## config.mk

```make
export PLATFORM = sky130hd
export DESIGN_NAME = serial_port_enable_overflow
export DESIGN_NICKNAME = d
export VERILOG_FILES = /design/src/serial_port_pkg.sv /design/src/serial_port_enable_overflow.sv
export SDC_FILE = /design/constraint.sdc
export NUM_CORES = 1
export LEC_CHECK = 0
export BUFFER_PORTS_ARGS = -buffer_cell sky130_fd_sc_hd__buf_2
export CORE_MARGIN = 1.5
export CORE_UTILIZATION = 28
export DETAILED_ROUTE_END_ITERATION = 10
export HOLD_SLACK_MARGIN = 0.05
export SYNTH_ARGS = -nofsm -noshare
export SYNTH_HDL_FRONTEND = slang
export SYNTH_SLANG_ARGS = --single-unit
```

## constraint.sdc

```tcl
create_clock -name i_clk -period 1.8 [get_ports i_clk]
set_input_delay 0.18 -clock i_clk [delete_from_list [all_inputs] [get_ports i_clk]]
set_output_delay 0.18 -clock i_clk [all_outputs]
set_load 0.01 [all_outputs]
```

## src/serial_port_pkg.sv

```systemverilog
package serial_port_pkg;

  // ==========================================================================
  // data and pin layout
  // ==========================================================================
  localparam int BYTE_W    = 8;
  localparam int NUM_PINS  = 4;
  localparam int PIN_CLK   = 0;   // sck in spi, scl in i2c
  localparam int PIN_DIN   = 1;   // sdi in spi, sda in i2c
  localparam int PIN_DOUT  = 2;   // sdo, spi only
  localparam int PIN_SEL   = 3;   // slave select, spi only
  localparam int CNT_W     = 4;

  localparam logic [CNT_W-1:0] LAST_BIT = 4'h7;  // eighth data bit
  localparam logic [CNT_W-1:0] ACK_BIT  = 4'h8;  // i2c acknowledge slot

  // pins owned by the port in each protocol
  localparam logic [NUM_PINS-1:0] SPI_PIN_MASK = 4'hf;
  localparam logic [NUM_PINS-1:0] I2C_PIN_MASK = 4'h3;

  // ==========================================================================
  // reset values
  // ==========================================================================
  localparam logic [BYTE_W-1:0]   BYTE_RST = 8'h00;
  localparam logic [NUM_PINS-1:0] PIN_RST  = 4'h0;

  // ==========================================================================
  // master clock timing
  // ==========================================================================
  localparam int CLK_PERIOD_NS = 10;
  localparam int SCK_HALF_NS   = 80;
  // least time, so round up
  localparam int SCK_HALF_CYC  =
    (SCK_HALF_NS + CLK_PERIOD_NS - 1) / CLK_PERIOD_NS;
  localparam logic [7:0] SCK_HALF_LAST = 8'(SCK_HALF_CYC - 1);

  typedef enum logic {M_IDLE, M_RUN} master_state_e;

endpackage

```

## src/serial_port_enable_overflow.sv

```systemverilog
`timescale 1ns/1ps
// Notes on behaviour
// - spi: byte completing while both buffer entries are unread sets the overflow flag
// - overflow flag is raised only as slave, never in master operation
// - master transfers start only on a software buffer write
// - overflow flag stays set until software clears it
// - enable set in spi: port owns clock, data out, data in, select
// - enable clear: port off, pins return to general purpose use
// - enable set in i2c: port owns data and clock pins
// - i2c: byte arriving while buffer full sets overflow flag
module serial_port_enable_overflow
  import serial_port_pkg::*;
(
  // clock and reset
  input  wire logic                i_clk,
  input  wire logic                i_arst_n,
  // control
  input  wire logic                i_port_enable_bit,
  input  wire logic                i_i2c_mode,
  input  wire logic                i_master_mode,
  input  wire logic                i_sel_ctrl_en,
  input  wire logic                i_overflow_clear,
  input  wire logic [NUM_PINS-1:0] i_pin_dir_out,
  // general purpose pin drive
  input  wire logic [NUM_PINS-1:0] i_gpio_out,
  input  wire logic [NUM_PINS-1:0] i_gpio_oe,
  // pins
  input  wire logic [NUM_PINS-1:0] i_pin_in,
  output logic      [NUM_PINS-1:0] o_pin_out,
  output logic      [NUM_PINS-1:0] o_pin_oe,
  // transmit write
  input  wire logic                i_tx_valid,
  input  wire logic [BYTE_W-1:0]   i_tx_data,
  output logic                     o_tx_ready,
  // received bytes
  output logic                     o_rx_valid,
  output logic      [BYTE_W-1:0]   o_rx_data,
  input  wire logic                i_rx_ready,
  // status
  output logic                     o_receive_overflow_flag,
  output logic                     o_port_active
);

  // ==========================================================================
  // pin synchronisers
  // ==========================================================================
  logic [NUM_PINS-1:0] pin_meta_reg;
  logic [NUM_PINS-1:0] pin_sync_reg;
  logic [NUM_PINS-1:0] pin_prev_reg;

  // only pin_sync_reg reads pin_meta_reg
  always_ff @(posedge i_clk or negedge i_arst_n) begin
    if (!i_arst_n) begin
      pin_meta_reg <= PIN_RST;
      pin_sync_reg <= PIN_RST;
      pin_prev_reg <= PIN_RST;
    end else begin
      pin_meta_reg <= i_pin_in;
      pin_sync_reg <= pin_meta_reg;
      pin_prev_reg <= pin_sync_reg;
    end
  end

  logic clk_rise;
  logic clk_fall;
  logic i2c_start;
  assign clk_rise  = pin_sync_reg[PIN_CLK] & ~pin_prev_reg[PIN_CLK];
  assign clk_fall  = ~pin_sync_reg[PIN_CLK] & pin_prev_reg[PIN_CLK];
  // sda falls while scl high: start condition realigns the bit count
  assign i2c_start = pin_sync_reg[PIN_CLK] & pin_prev_reg[PIN_CLK] &
                     pin_prev_reg[PIN_DIN] & ~pin_sync_reg[PIN_DIN];

  // ==========================================================================
  // mode decode
  // ==========================================================================
  logic spi_on;
  logic i2c_on;
  logic is_master;
  logic sel_ok;
  assign spi_on    = i_port_enable_bit & ~i_i2c_mode;
  assign i2c_on    = i_port_enable_bit & i_i2c_mode;
  assign is_master = spi_on & i_master_mode;
  assign sel_ok    = ~i_sel_ctrl_en | ~pin_sync_reg[PIN_SEL];

  // ==========================================================================
  // master clock generator
  // ==========================================================================
  master_state_e m_state_reg;
  master_state_e m_state_next;
  logic [7:0]    div_reg;
  logic          sck_reg;
  logic          m_tick;
  logic          m_start;
  logic          m_done;

  assign m_tick  = (m_state_reg == M_RUN) && (div_reg == SCK_HALF_LAST);
  // a master byte begins only on an accepted buffer write
  assign m_start = is_master && i_tx_valid && o_tx_ready;

  // half period divider; enable pulse toggles the generated clock
  always_ff @(posedge i_clk or negedge i_arst_n) begin
    if (!i_arst_n) begin
      div_reg <= 8'h00;
      sck_reg <= 1'b0;
    end else if (m_state_reg != M_RUN || m_tick) begin
      div_reg <= 8'h00;
      sck_reg <= m_tick & ~sck_reg;
    end else begin
      div_reg <= div_reg + 8'h01;
    end
  end

  always_comb begin
    m_state_next = m_state_reg;
    unique case (m_state_reg)
      M_IDLE: begin
        if (m_start) begin
          m_state_next = M_RUN;
        end
      end
      M_RUN: begin
        if (!is_master || m_done) begin
          m_state_next = M_IDLE;
        end
      end
    endcase
  end

  always_ff @(posedge i_clk or negedge i_arst_n) begin
    if (!i_arst_n) begin
      m_state_reg <= M_IDLE;
    end else begin
      m_state_reg <= m_state_next;
    end
  end

  // ==========================================================================
  // bit sampling and shifting
  // ==========================================================================
  logic              sample;
  logic              shift_out;
  logic              rx_active;
  logic [CNT_W-1:0]  bit_cnt_reg;
  logic [BYTE_W-1:0] receive_shift_register;
  logic [BYTE_W-1:0] tx_shift_reg;
  logic              byte_done_reg;

  assign rx_active = is_master ? (m_state_reg == M_RUN)
                   : (i2c_on | (spi_on & sel_ok));
  assign sample    = is_master ? (m_tick & ~sck_reg)
                   : (rx_active & clk_rise);
  assign shift_out = is_master ? (m_tick & sck_reg)
                   : (spi_on & sel_ok & clk_fall);
  // master ends on the falling edge after its eighth sample
  assign m_done    = shift_out && is_master && (bit_cnt_reg == ACK_BIT);

  // receive shift and bit count; i2c skips the acknowledge slot
  always_ff @(posedge i_clk or negedge i_arst_n) begin
    if (!i_arst_n) begin
      bit_cnt_reg            <= '0;
      receive_shift_register <= BYTE_RST;
      byte_done_reg          <= 1'b0;
    end else begin
      byte_done_reg <= 1'b0;
      if (!rx_active || (i2c_on && i2c_start) || m_done) begin
        bit_cnt_reg <= '0;
      end else if (sample) begin
        if (i2c_on && bit_cnt_reg == ACK_BIT) begin
          bit_cnt_reg <= '0;
        end else begin
          receive_shift_register <= {receive_shift_register[BYTE_W-2:0],
                                     pin_sync_reg[PIN_DIN]};
          byte_done_reg <= (bit_cnt_reg == LAST_BIT);
          if (bit_cnt_reg == LAST_BIT && !i2c_on && !is_master) begin
            bit_cnt_reg <= '0;
          end else begin
            bit_cnt_reg <= bit_cnt_reg + 4'h1;
          end
        end
      end
    end
  end

  // transmit shift: loaded by a buffer write, msb first
  always_ff @(posedge i_clk or negedge i_arst_n) begin
    if (!i_arst_n) begin
      tx_shift_reg <= BYTE_RST;
    end else if (i_tx_valid && o_tx_ready) begin
      tx_shift_reg <= i_tx_data;
    end else if (shift_out && !m_done) begin
      tx_shift_reg <= {tx_shift_reg[BYTE_W-2:0], 1'b0};
    end
  end

  // ==========================================================================
  // two-entry receive buffer (head is the buffer register)
  // ==========================================================================
  logic [BYTE_W-1:0] tail_data_reg;
  logic              tail_valid_reg;
  logic              pop;
  logic              full;
  logic              push;
  logic              head_valid_next;
  logic              tail_valid_next;

  assign pop  = o_rx_valid & i_rx_ready;
  assign full = o_rx_valid & tail_valid_reg;
  // a full buffer refuses the byte unless a pop frees a slot in the same cycle; the unread data is kept
  assign push = byte_done_reg & (~full | pop);

  always_comb begin
    head_valid_next = o_rx_valid;
    tail_valid_next = tail_valid_reg;
    if (pop) begin
      head_valid_next = tail_valid_reg;
      tail_valid_next = 1'b0;
    end
    if (push && !head_valid_next) begin
      head_valid_next = 1'b1;
    end else if (push) begin
      tail_valid_next = 1'b1;
    end
  end

  always_ff @(posedge i_clk or negedge i_arst_n) begin
    if (!i_arst_n) begin
      o_rx_valid     <= 1'b0;
      o_rx_data      <= BYTE_RST;
      tail_valid_reg <= 1'b0;
      tail_data_reg  <= BYTE_RST;
    end else begin
      o_rx_valid     <= head_valid_next;
      tail_valid_reg <= tail_valid_next;
      if (pop && tail_valid_reg) begin
        o_rx_data <= tail_data_reg;
      end else if (push && (!o_rx_valid || pop)) begin
        o_rx_data <= receive_shift_register;
      end
      if (push && tail_valid_next) begin
        tail_data_reg <= receive_shift_register;
      end
    end
  end

  // write acceptance; master waits for a free slot so a byte cannot be lost
  always_ff @(posedge i_clk or negedge i_arst_n) begin
    if (!i_arst_n) begin
      o_tx_ready <= 1'b0;
    end else begin
      o_tx_ready <= ~m_start & spi_on & (~i_master_mode |
                    ((m_state_next == M_IDLE) & ~tail_valid_next));
    end
  end

  // ==========================================================================
  // overflow flag
  // ==========================================================================
  // slave only, spi or i2c; a set in the clearing cycle wins
  always_ff @(posedge i_clk or negedge i_arst_n) begin
    if (!i_arst_n) begin
      o_receive_overflow_flag <= 1'b0;
    end else if (byte_done_reg && !push && !is_master) begin
      o_receive_overflow_flag <= 1'b1;
    end else if (i_overflow_clear) begin
      o_receive_overflow_flag <= 1'b0;
    end
  end

  // ==========================================================================
  // pin ownership
  // ==========================================================================
  logic [NUM_PINS-1:0] port_out;
  logic [NUM_PINS-1:0] own_mask;
  // i2c only listens here, so its pins stay undriven (inputs)
  assign port_out = {1'b0, tx_shift_reg[BYTE_W-1], 1'b0, sck_reg};
  assign own_mask = spi_on ? SPI_PIN_MASK
                  : (i2c_on ? I2C_PIN_MASK : PIN_RST);

  // owned pins follow the port with software direction in spi, undriven in i2c; others are gpio
  always_ff @(posedge i_clk or negedge i_arst_n) begin
    if (!i_arst_n) begin
      o_pin_out     <= PIN_RST;
      o_pin_oe      <= PIN_RST;
      o_port_active <= 1'b0;
    end else begin
      o_pin_out     <= (own_mask & port_out) |
                       (~own_mask & i_gpio_out);
      o_pin_oe      <= (own_mask & i_pin_dir_out & ~{NUM_PINS{i2c_on}}) |
                       (~own_mask & i_gpio_oe);
      o_port_active <= i_port_enable_bit;
    end
  end

endmodule // serial_port_enable_overflow

```

==> metrics <==
GR Util met2=17.2%; global-route wire length before repair=9.36 mm; DP Area=0.00353 mm^2; Design Area, Final=0.00380 mm^2; syn_area_per_cell=12.4 um^2; Max IR drop VDD=0.000340 V; Core Area=0.0104 mm^2; Top FF cell, synth=dfrtp_1; Internal=0.00244 W; WP data arrival=1.99 ns; CP Capture Type=flop; Ant. Diodes=0; WL final=5.43 mm; # placed instances=438; max-slew violation total from the final report=0; vias after detailed routing=2018; crit path time final=1.78 ns; RSZ-0062 raised after global routing=true; Nets=358; Die Footprint=0.0114 mm^2; CP max FO=4; Clk Latency, worst-skew pair=0.34 ns; Worst Tran Pin Value=0.389 ns; drt drc=0; CTS tree=built; synthesized flop and latch total=68; Synth Warn #=0; Syn-to-layout area delta=26.1%; width of the die=107 um; clk root buf=clkbuf_8; Reg2Reg Launch Point=div_reg[5]; share of the core filled with cells=36.6%; flop-to-flop setup slack=0.02 ns; PwrDens=856 mW/mm^2; sequential cell area fraction in the yosys report=56.5%; asr flop ratio synth=100%; largest net degree at the start of global routing=69; max incr delay on CP=0.41 ns; GP Congestion=0.777; Worst Setup EP=bit_cnt_reg[3]; Iteration-0 DRC Markers=86; Port-buffer cells=51; max frequency=0.562 GHz; Crit Path Category=flop to flop; First-pass DRT Iterations=3; clock network power share=32.6%; Mapped Nets=279; slowest CP cell=dfrtp_1; Final Skew=0.00886 ns; Slew HR=74.0%; Setup TNS Final=0 ns; crit-path cells=nor4_4, buf_4, nand4_4, o311a_4, a211o_1; vias in the first global route=2109; gr busiest metal=met2; Tcrit/Tclk final=98.8%; Yosys cell types=50; H-tree Lvls=3; Hold Vio Cnt, Final=0; DR vias/cell=4.36; Post-synth EDFFs=0; R2R cell count=5; endpoints failing setup=0; clk buf depth=2; min-delay worst type=input pin to flop; Post-Layout Cell Count=463; met1 GRT Util=12.6%; sw power=0.000811 W; worst r2r dst=bit_cnt_reg[3]; die height=107 um; Initial Util=29.0%; Num CTS Buffers=9; Pleak=1.91 nW; initial antenna violation count=0; dpl hpwl=3.85 mm; antenna-violating nets left=0; FP Rows=37; Critical Path Source Type=flop; Setup crit start=div_reg[5]; Logic pwr share=12.9%; status=finished clean; share of layout cells above drive strength 1=36.7%; Worst-path clk slew=0.07 ns; clk sinks=68; GR Util met3=1.52%; GR Overflow Total=0; I/O pins=53; GRT Total Usage=10.5%; synthesized instance count=243; Cell Area, Synth=0.00301 mm^2; Flop pwr share=54.5%; max-cap check violation count=0; Worst EP required=2.02 ns; DR WL/cell=11.7 um; switch share=24.9%
## placed cells by master (no fill, tap or decap), types with 2 or more instances in the layout
cell,synthesis,layout
dfrtp_1,68,68
buf_2,0,51
nor2_1,18,18
nand2_1,16,16
o21ai_0,16,16
mux2i_1,15,15
buf_4,1,14
mux2_2,12,12
inv_1,10,10
clkbuf_8,1,10
nand3_1,9,9
a21oi_1,8,8
mux2_4,8,8
dlygate4sd3_1,0,8
xor2_1,7,7
and3_1,4,4
clkinv_2,0,4
and2_1,3,3
nor3_1,3,3
ha_1,3,3
buf_12,0,3
nor2b_1,2,2
and3b_2,2,2
or2_2,2,2
a21oi_2,2,2
a211o_1,2,2
## how the worst min path moves through the flow
| stage | start | endpoint | slack (ns) | depth (start not counted) |
|---|---|---|---|---|
| 3_3_place_gp | i_arst_n | o_rx_data[7] | 0.23 | 2 |
| 2_1_floorplan | i_arst_n | bit_cnt_reg[0] | -0.12 | 0 |
| 4_1_cts | i_tx_data[0] | tx_shift_reg[0] | 0.05 | 2 |
| 3_5_place_dp | i_arst_n | o_receive_overflow_flag | 0.23 | 2 |
| 6_report | i_tx_data[0] | tx_shift_reg[0] | 0.07 | 2 |
| 5_1_grt | i_tx_data[0] | tx_shift_reg[0] | 0.07 | 2 |
## Yosys cell counts, types with 2 or more instances
cell type,count,area share [%]
o21ai_0,16,2.7
and3_1,4,0.83
nor2b_1,2,0.42
buf_6,2,0.75
and2_1,3,0.62
nor3_1,3,0.50
a21oi_2,2,0.58
and3b_2,2,0.67
dfrtp_1,68,57
clkbuf_1,3,0.37
mux2_4,8,4.0
xor2_1,7,2.0
nand3_1,9,1.5
mux2i_1,15,5.0
nor2_1,18,2.2
or2_2,2,0.42
a21oi_1,8,1.3
inv_1,10,1.2
a211o_1,2,0.58
mux2_2,12,4.5
ha_1,3,1.2
nand2_1,16,2.0
## through the flow
stage          worst slack, ns  hold slack (ns)  power, W
2_1_floorplan           0.0461           -0.116   0.00205
3_3_place_gp            0.0462            0.232   0.00220
3_5_place_dp            0.0279            0.232   0.00221
4_1_cts                0.00368           0.0515   0.00332
5_1_grt                -0.0364           0.0681   0.00343
6_report                0.0208           0.0695   0.00325
## critical path, delay by kind of cell (launching register included)
kind / cells / cell delay (ns)
AND/OR/NAND/NOR: 2 / 0.43
AO/OA/AOI/OAI: 2 / 0.65
flip-flops: 1 / 0.41
buffers and inverters: 1 / 0.17
## logic make-up (layout without fill, tap and decap cells)
kind of cell,Yosys count,after routing,synth area share (%)
AND/OR/NAND/NOR,73,73,13.9
multiplexers,35,35,13.5
adder cells (fa/ha/maj),3,3,1.25
buffers and inverters,18,102,3.20
flip-flops,68,68,56.5
XOR/XNOR,8,8,2.33
AO/OA/AOI/OAI,38,38,9.35
## per-layer routing
metal	part of all wire, %	routed length, um
met1	46	2500
met2	47	2580
met3	2.9	158
met4	3.6	194
met5	0	0
## what timing repair did
action	CTS	global route
gates resized for setup	0	1
hold buffers	8	0
endpoints found under the hold margin	75	0
buffers inserted	0	1
endpoints found under the setup margin	0	10
## area by class of cell
| type | count | area, um^2 |
|---|---|---|
| Fill cell | 1022 | 6570 |
| Sequential cell | 68 | 1700 |
| Multi-Input combinational cell | 157 | 1220 |
| Timing Repair Buffer | 76 | 500 |
| Tap cell | 136 | 170 |
| Clock buffer | 11 | 141 |
| Inverter | 10 | 37.5 |
| Clock inverter | 5 | 27.5 |
## power groups by stage
stage,Clock [W],Sequential (W),Combinational (W)
6_report,0.00106,0.00177,0.000419
5_1_grt,0.00116,0.00180,0.000474
4_1_cts,0.00111,0.00177,0.000428
3_5_place_dp,0,0.00180,0.000411
3_3_place_gp,0,0.00179,0.000404
2_1_floorplan,0,0.00178,0.000264
Power figures use the tool's default switching activity.
